==> src/hdl/lrre_consts.svh <==
// Purpose: constants for the literal/return/rotate execute block
// Assumes: 14-bit instruction word, 8-bit data path, 13-bit program counter
// Notes: offsets of nothing; opcodes, the destination bit, the lowest direction register, flag positions and cycle counts only
// Overview of operation
// - or-literal (11 1000 kkkkkkkk) ORs the literal into the accumulator and updates only zero.
// - return-from-interrupt (00 0000 0000 1001) pops stack top into the pc and sets irq enable.
// - every return pops the stack, moving the top entry into the pc and discarding it.
// - the three returns take two instruction cycles, all others in this group take one.
// - return-with-literal (11 01xx kkkkkkkk) loads the literal and reloads pc, no flags.
// - rotate-left (00 1101) shifts left, old carry into bit 0, old bit 7 into carry.
// - subtract (00 0010) computes register minus accumulator, updating carry, half carry, zero.
// - after subtract carry is 1 for zero or positive result and 0 when a borrow occurred.
// - destination bit 0 sends the result to the accumulator, 1 back to the register.
// - port direction load (00 0000 0110 0fff) copies accumulator to direction reg 5..7.
`ifndef LRRE_CONSTS_SVH
`define LRRE_CONSTS_SVH
`define LRRE_OP_IOR_LIT   6'h38
`define LRRE_OP_MOV_LIT   4'hC
`define LRRE_OP_RET_LIT   4'hD
`define LRRE_OP_ROT_LEFT  6'h0D
`define LRRE_OP_SUB_ACC   6'h02
`define LRRE_OP_NIB_SWAP  6'h0E
`define LRRE_ENC_RET_IRQ  14'h0009
`define LRRE_ENC_RET_SUB  14'h0008
`define LRRE_ENC_DIR_HI   11'h00C
`define LRRE_DIR_MIN      3'h5
`define LRRE_DEST_BIT     7
`define LRRE_FLAG_C       0
`define LRRE_FLAG_HC      1
`define LRRE_FLAG_Z       2
`define LRRE_RET_CYCLES   2'h2
`endif

==> src/hdl/lrre_pkg.sv <==
// Purpose: types shared by the execute block
// Assumes: nothing beyond the constants header
// Notes: states gray coded along idle -> second cycle
package lrre_pkg;
  typedef enum logic [0:0] {
    LRRE_ST_IDLE   = 1'b0,
    LRRE_ST_SECOND = 1'b1
  } lrre_state_t;
  typedef enum logic [3:0] {
    LRRE_NONE, LRRE_IOR, LRRE_MOV, LRRE_RETFI, LRRE_RETSUB, LRRE_RETLIT,
    LRRE_ROT, LRRE_SUB, LRRE_SWAP, LRRE_DIR
  } lrre_op_t;
endpackage : lrre_pkg

==> src/hdl/literal_return_rotate_exec.sv <==
// Purpose: decode and execute the literal, return, rotate, subtract, swap, direction group
// Assumes: instr_valid pulses once per instruction cycle; reg_rd_data is the addressed register
// Notes: other opcodes are ignored; busy holds off the fetch during a return's second cycle
`include "lrre_consts.svh"
module literal_return_rotate_exec
  import lrre_pkg::*;
(
  input  wire logic        ref_clk,
  input  wire logic        reset_n,
  input  wire logic        instr_valid,
  input  wire logic [13:0] instr,
  input  wire logic [7:0]  reg_rd_data,
  input  wire logic [12:0] stack_top,
  output logic      [7:0]  accumulator,
  output logic      [2:0]  status_flags,
  output logic             global_irq_enable,
  output logic             stack_pop,
  output logic             pc_load,
  output logic      [12:0] pc_value,
  output logic             busy,
  output logic             reg_wr_en,
  output logic      [6:0]  reg_wr_addr,
  output logic      [7:0]  reg_wr_data,
  output logic             dir_wr_en,
  output logic      [2:0]  dir_wr_sel,
  output logic      [7:0]  dir_wr_data
);
  // decoding is shared by the execute step and the flag update
  function automatic lrre_op_t decode(input logic [13:0] w);
    lrre_op_t o;
    o = LRRE_NONE;
    if (w[13:8] == `LRRE_OP_IOR_LIT)                  o = LRRE_IOR;
    else if (w[13:10] == `LRRE_OP_MOV_LIT)            o = LRRE_MOV;
    else if (w[13:10] == `LRRE_OP_RET_LIT)            o = LRRE_RETLIT;
    else if (w == `LRRE_ENC_RET_IRQ)                  o = LRRE_RETFI;
    else if (w == `LRRE_ENC_RET_SUB)                  o = LRRE_RETSUB;
    else if (w[13:3] == `LRRE_ENC_DIR_HI && w[2:0] >= `LRRE_DIR_MIN)
      o = LRRE_DIR;
    else if (w[13:8] == `LRRE_OP_ROT_LEFT)            o = LRRE_ROT;
    else if (w[13:8] == `LRRE_OP_SUB_ACC)             o = LRRE_SUB;
    else if (w[13:8] == `LRRE_OP_NIB_SWAP)            o = LRRE_SWAP;
    return o;
  endfunction : decode

  // the three returns share the pop and the two-cycle sequencing
  function automatic logic is_return(input lrre_op_t o);
    return (o == LRRE_RETFI) || (o == LRRE_RETSUB) || (o == LRRE_RETLIT);
  endfunction : is_return

  // register-operand group: result goes through the alu and the destination bit
  function automatic logic is_reg_op(input lrre_op_t o);
    return (o == LRRE_ROT) || (o == LRRE_SUB) || (o == LRRE_SWAP);
  endfunction : is_reg_op

  lrre_op_t    op;
  lrre_op_t    exec_op;
  lrre_state_t state;
  lrre_state_t next_state;
  logic [7:0]  alu_result;
  logic        alu_carry;
  logic        alu_half;
  logic [7:0]  ior_value;
  logic [7:0]  next_accumulator;
  logic [7:0]  next_reg_wr_data;
  logic [7:0]  next_dir_wr_data;
  logic [2:0]  next_status_flags;
  logic [2:0]  next_dir_wr_sel;
  logic        next_global_irq_enable;
  logic        next_stack_pop;
  logic        next_pc_load;
  logic        next_busy;
  logic        next_reg_wr_en;
  logic        next_dir_wr_en;
  logic [6:0]  next_reg_wr_addr;
  logic [12:0] next_pc_value;
  logic        to_reg;

  assign op        = instr_valid ? decode(instr) : LRRE_NONE;
  // an instruction offered in a return's second cycle is dropped, not queued
  assign exec_op   = (state == LRRE_ST_IDLE) ? op : LRRE_NONE;
  assign ior_value = accumulator | instr[7:0];
  assign to_reg    = instr[`LRRE_DEST_BIT];

  // the alu sees the raw decode; its outputs only matter when exec_op lets them through
  lrre_alu u_alu (
    .op        (op),
    .reg_val   (reg_rd_data),
    .acc_val   (accumulator),
    .carry_in  (status_flags[`LRRE_FLAG_C]),
    .result    (alu_result),
    .carry_out (alu_carry),
    .half_out  (alu_half)
  );

  // sequencing group: the return pop, the pc reload and the hold-off cycle
  always_comb
  begin
    next_state             = LRRE_ST_IDLE;
    next_global_irq_enable = global_irq_enable;
    next_stack_pop         = 1'b0;
    next_pc_load           = 1'b0;
    next_pc_value          = pc_value;
    next_busy              = 1'b0;
    case (state)
      LRRE_ST_IDLE:
      begin
        if (is_return(exec_op))
        begin
          next_stack_pop = 1'b1;
          next_pc_load   = 1'b1;
          next_pc_value  = stack_top;
          next_busy      = 1'b1;
          next_state     = LRRE_ST_SECOND;
        end
        if (exec_op == LRRE_RETFI)
          next_global_irq_enable = 1'b1;
      end
      LRRE_ST_SECOND: next_state = LRRE_ST_IDLE;      // second cycle of a return
      default:        next_state = LRRE_ST_IDLE;
    endcase
  end

  always_ff @(posedge ref_clk or negedge reset_n)
  begin
    if (!reset_n)
    begin
      state             <= LRRE_ST_IDLE;
      global_irq_enable <= 1'b0;
      stack_pop         <= 1'b0;
      pc_load           <= 1'b0;
      pc_value          <= 13'h0000;
      busy              <= 1'b0;
    end
    else
    begin
      state             <= next_state;
      global_irq_enable <= next_global_irq_enable;
      stack_pop         <= next_stack_pop;
      pc_load           <= next_pc_load;
      pc_value          <= next_pc_value;
      busy              <= next_busy;
    end
  end

  // data group: accumulator and status flags
  always_comb
  begin
    next_accumulator  = accumulator;
    next_status_flags = status_flags;
    case (exec_op)
      LRRE_IOR:
      begin
        next_accumulator                = ior_value;
        next_status_flags[`LRRE_FLAG_Z] = (ior_value == 8'h00);
      end
      LRRE_MOV:    next_accumulator = instr[7:0];
      LRRE_RETLIT: next_accumulator = instr[7:0];
      default:
      begin
        if (is_reg_op(exec_op))
        begin
          if (!to_reg)
            next_accumulator = alu_result;
          if (exec_op != LRRE_SWAP)
            next_status_flags[`LRRE_FLAG_C] = alu_carry;
          if (exec_op == LRRE_SUB)
          begin
            next_status_flags[`LRRE_FLAG_HC] = alu_half;
            next_status_flags[`LRRE_FLAG_Z]  = (alu_result == 8'h00);
          end
        end
      end
    endcase
  end

  always_ff @(posedge ref_clk or negedge reset_n)
  begin
    if (!reset_n)
    begin
      accumulator  <= 8'h00;
      status_flags <= 3'h0;
    end
    else
    begin
      accumulator  <= next_accumulator;
      status_flags <= next_status_flags;
    end
  end

  // write-port group; address and data are registered every cycle and only the
  // enables qualify them, which keeps the muxes off the register-file timing path
  always_comb
  begin
    next_reg_wr_en   = 1'b0;
    next_reg_wr_addr = instr[6:0];
    next_reg_wr_data = alu_result;
    next_dir_wr_en   = 1'b0;
    next_dir_wr_sel  = instr[2:0];
    next_dir_wr_data = accumulator;
    if (is_reg_op(exec_op) && to_reg)
      next_reg_wr_en = 1'b1;
    if (exec_op == LRRE_DIR)
      next_dir_wr_en = 1'b1;
  end

  always_ff @(posedge ref_clk or negedge reset_n)
  begin
    if (!reset_n)
    begin
      reg_wr_en   <= 1'b0;
      reg_wr_addr <= 7'h00;
      reg_wr_data <= 8'h00;
      dir_wr_en   <= 1'b0;
      dir_wr_sel  <= 3'h0;
      dir_wr_data <= 8'h00;
    end
    else
    begin
      reg_wr_en   <= next_reg_wr_en;
      reg_wr_addr <= next_reg_wr_addr;
      reg_wr_data <= next_reg_wr_data;
      dir_wr_en   <= next_dir_wr_en;
      dir_wr_sel  <= next_dir_wr_sel;
      dir_wr_data <= next_dir_wr_data;
    end
  end
endmodule : literal_return_rotate_exec

==> src/hdl/lrre_alu.sv <==
// Purpose: combinational arithmetic for the register-operand instructions
// Assumes: operands valid in the same cycle
// Notes: no state
`include "lrre_consts.svh"
module lrre_alu
  import lrre_pkg::*;
(
  input  wire lrre_op_t   op,
  input  wire logic [7:0] reg_val,
  input  wire logic [7:0] acc_val,
  input  wire logic       carry_in,
  output logic      [7:0] result,
  output logic            carry_out,
  output logic            half_out
);
  logic [8:0] diff;
  logic [4:0] low_diff;
  always_comb
  begin
    diff      = {1'b0, reg_val} + {1'b0, ~acc_val} + 9'h001;
    low_diff  = {1'b0, reg_val[3:0]} + {1'b0, ~acc_val[3:0]} + 5'h01;
    result    = 8'h00;
    carry_out = carry_in;
    half_out  = 1'b0;
    case (op)
      LRRE_ROT:
      begin
        result    = {reg_val[6:0], carry_in};
        carry_out = reg_val[7];
      end
      LRRE_SUB:
      begin
        result    = diff[7:0];
        carry_out = diff[8];                    // no borrow reads as 1
        half_out  = low_diff[4];
      end
      LRRE_SWAP: result = {reg_val[3:0], reg_val[7:4]};
      default:   result = 8'h00;
    endcase
  end
endmodule : lrre_alu

==> config.mk <==
export PLATFORM = sky130hd
export DESIGN_NAME = literal_return_rotate_exec
export DESIGN_NICKNAME = d
export VERILOG_FILES = /design/src/hdl/lrre_pkg.sv /design/src/hdl/literal_return_rotate_exec.sv /design/src/hdl/lrre_alu.sv
export VERILOG_INCLUDE_DIRS = /design/src /design/src/hdl
export SDC_FILE = /design/constraint.sdc
export NUM_CORES = 1
export LEC_CHECK = 0
export BUFFER_PORTS_ARGS = -buffer_cell sky130_fd_sc_hd__buf_4
export CAP_MARGIN = 30
export CORE_UTILIZATION = 47
export CTS_BUF_LIST = sky130_fd_sc_hd__clkbuf_4
export DETAILED_ROUTE_END_ITERATION = 8
export HOLD_SLACK_MARGIN = 0.02
export MAX_ROUTING_LAYER = met4
export PLACE_DENSITY = 0.78
export SYNTH_ARGS = -nofsm -noshare
export SYNTH_HDL_FRONTEND = slang
export SYNTH_HIERARCHICAL = 1
export SYNTH_SLANG_ARGS = --single-unit
==> constraint.sdc <==
create_clock -name ref_clk -period 2.4 [get_ports ref_clk]
set_input_delay 0.48 -clock ref_clk [delete_from_list [all_inputs] [get_ports ref_clk]]
set_output_delay 0.48 -clock ref_clk [all_outputs]
set_load 0.1 [all_outputs]
==> reports/qor.csv <==
stage,metric,value,unit
setup_path,rr_worst_depth,10,
placed_design,place_congestion,0.896,
timing,clock-skew-final,0.0242,ns
clocking,cts_buffer_depth,2,
timing,rsz0062_at_grt,yes,
finish,finalNetCount,454,
timing,tightest_slew,0.649,ns
routing,drtIter0Drc,223,
timing,finalSetupViolations,4,
routing,totalWireLength,9150,µm
synthesis,async_flop_share,100,%
routing,drt_pass1_iterations,6,
timing,tns,-0.139,ns
setup_path,path_class,input pin to flop,
routing,via_per_inst,5.73,
routing,vias,2764,
finish,postLayoutCoreUtil,75.7,%
synthesis,synth_ff_type,dfrtp_1,
power,netSwitchingFraction,53.1,%
power,p_sw,2.08,mW
setup_path,cp.arrival,2.85,ns
synthesis,seq_area_frac_synth,44.6,%
setup_path,critical_path.top_delay_family,simple AND/OR/NAND/NOR gates,
clocking,root_buffer,clkbuf_4,
placed_design,place_hpwl,6270,µm
timing,max_freq,399,MHz
setup_path,cp-end-kind,flop,
power,pwr-share-clk,13.6,%
grt,grt_max_degree,52,
status,status,finished with violations,
timing,fin_crit,2.51,ns
synthesis,avgSynthCellArea,11.5,µm²
power,vdd_drop_max,794,µV
synthesis,ys_ff_latch,51,
setup_path,worstReg2RegStart,accumulator[0],
synthesis,netlist_area,0.00286,mm²
floorplanning,num_io_pins,94,
status,violations,setup timing,
routing,wl_per_cell,19.0,µm
power,finalPower,3.91,mW
job,drv_cap,0,
setup_path,cp-start-kind,input pin,
setup_path,cp_max_fo,5,
timing,final_hold_viol_count,0,
power,p_leak,2.10,nW
grt,grt_pass1_wl,12600,µm
setup_path,cp_common_cell,buf_4,
clocking,path_clk_slew,0.17,ns
finish,area_growth,55.7,%
floorplanning,initial_core_util,48.6,%
clocking,clock_latency,0.39,ns
clocking,cts.sinks,51,
timing,relSlewSlack,56.7,%
power,power_frac_comb,57.5,%
synthesis,yosysWarnings,6,
setup_path,reg2reg_to,accumulator[4],
clocking,cts_inserted_buffers,5,
timing,fin_hold_ws,0.0915,ns
setup_path,rrSetupSlack,0.05,ns
timing,fin_crit_sh,104,%
synthesis,synth_edf_count,0,
grt,grt-ovfl-total,0,
routing,remaining_drc_errors,0,
setup_path,crit_required,2.75,ns
floorplanning,die_w,80.0,µm
placed_design,io_buffers,93,
grt,first_global_vias,2559,
power,p_per_area,878,mW/mm²
finish,drive_gt1_share,59.7,%
power,p_int,1.84,mW
floorplanning,rows,28,
grt,grt.total_usage,26.5,%
floorplanning,coreArea,0.00589,mm²
synthesis,synth_nets,296,
finish,diodes,0,
floorplanning,die-area,0.00640,mm²
timing,timing.final.max_slew_violations,0,
clocking,cts_tree,yes,
setup_path,critical-path-max-stage-delay,0.35,ns
setup_path,cp_num_buf_inv,5,
timing,layout_setup_ws,-0.105,ns
floorplanning,die-height,80.0,µm
setup_path,crit_slowest_cell,nor4b_4,
placed_design,pre_cts_slack,-0.457,ns
grt,antenna_found_initial,0,
power,p_seq_share,28.9,%
routing,drtAntennaViolNets,0,
setup_path,critical_path.cell_chain,buf_4 > nor4b_4 > buf_4 > nand4_1 > a31o_4 > inv_4 > nand2_2 > or2_4 > buf_4 > o21ai_0 > buf_4 > nor3b_2 > a221o_1,
worst_hold_path,worstHoldPathType,input pin to asynchronous set/reset pin,
clocking,h-tree-depth,2,
synthesis,ys_types,67,
synthesis,synthesis.instances,248,
[layout make-up]
class	instances	area (µm²)
Multi-Input combinational cell	168	1690
Fill cell	383	1430
Sequential cell	51	1280
Timing Repair Buffer	161	1230
Tap cell	75	93.8
Inverter	19	73.8
Clock inverter	3	46.3
Clock buffer	5	37.5
[synth_stat cells, types with 4 or more instances]
library cell | n | area, µm²
nor3b_1 | 9 | 67.6
nand2b_1 | 4 | 25.0
mux2_1 | 5 | 56.3
a22oi_1 | 5 | 37.5
nor2_1 | 12 | 45.0
nand2_1 | 12 | 45.0
a221o_1 | 8 | 80.1
dfrtp_1 | 51 | 1280
nand3_1 | 8 | 40.0
nor3_1 | 6 | 30.0
ha_1 | 9 | 113
a21oi_1 | 4 | 20.0
mux2_4 | 10 | 150
o21ai_0 | 7 | 35.0
inv_1 | 18 | 67.6
buf_4 | 5 | 37.5
[placed cells by master, fill, tap and decap left out, types with 4 or more instances in the layout]
master | synthesis | routed
mux2_4 | 10 | 10
clkbuf_4 | 0 | 5
dfrtp_2 | 0 | 4
nor2_1 | 12 | 9
nand2_1 | 12 | 10
nor3b_2 | 0 | 4
a221o_1 | 8 | 8
mux2_1 | 5 | 5
o21ai_0 | 7 | 4
dfrtp_1 | 51 | 46
nor3b_1 | 9 | 4
nor3_1 | 6 | 5
inv_1 | 18 | 17
ha_1 | 9 | 9
nand3_1 | 8 | 8
a21oi_4 | 2 | 4
o21ai_2 | 1 | 5
buf_4 | 5 | 158
nand2b_1 | 4 | 4
[sequential cells by signal, summed over array words and instances (netlist names)]
register,cells
dir_wr_en,1
accumulator,8
reg_wr_data,8
pc_value,13
global_irq_enable,1
reg_wr_en,1
status_flags,3
busy,1
dir_wr_sel,2
dir_wr_data,8
reg_wr_addr,5
[per-layer routing]
layer / global-route usage [%] / up-vias / share of wire, %
li1: - / 1238 / -
met1: 33.9 / 1344 / 39
met2: 44.8 / 146 / 51
met3: 2.74 / 36 / 5.7
met4: 7.50 / 0 / 4.0
met5: - / - / 0
[repair_timing]
item	CTS	global route
hold buffers	0	0
endpoints found under the setup margin	6	10
pin swaps	1	17
resized for setup	3	34
setup buffers	0	6
[per-stage QoR]
step	std cells	cell area (µm²)
after detailed placement	469	4130
after CTS	477	4230
after floorplan	248	2930
after global routing	482	4450
final	482	4450
after global placement	469	4130
[worst max-delay path by stage]
stage                     startpoint               to  slack, ns  depth (start not counted)
final                       instr[2]   accumulator[2]      -0.11                         13
after global routing        instr[2]   accumulator[2]      -0.21                         13
after CTS                  instr[13]   accumulator[5]      -0.03                         12
after detailed placement   instr[13]   accumulator[4]      -0.46                         12
after global placement     instr[10]  status_flags[2]      -0.38                         11
after floorplan            instr[11]   accumulator[4]      -0.20                         11
[logic make-up (layout without fill, tap and decap cells)]
logic type,Yosys count,count (layout),share of synthesized area (%)
AOI/OAI and AO/OA,61,61,19.7
xor gates and xnor gates,3,3,0.918
adders and majority gates,10,10,4.63
buffers and inverters,29,188,5.03
DFF,51,51,44.6
muxes,18,18,8.26
and+or+nand+nor,76,76,16.8
[power groups by stage]
stage	sequential [mW]	combinational [mW]	clock [mW]
after floorplan	2.26	0.477	0
after global routing	1.15	2.32	0.573
after global placement	1.14	2.13	0
after detailed placement	1.14	2.16	0
after CTS	1.13	2.17	0.528
final	1.13	2.25	0.531
Power figures use the tool's default switching activity.
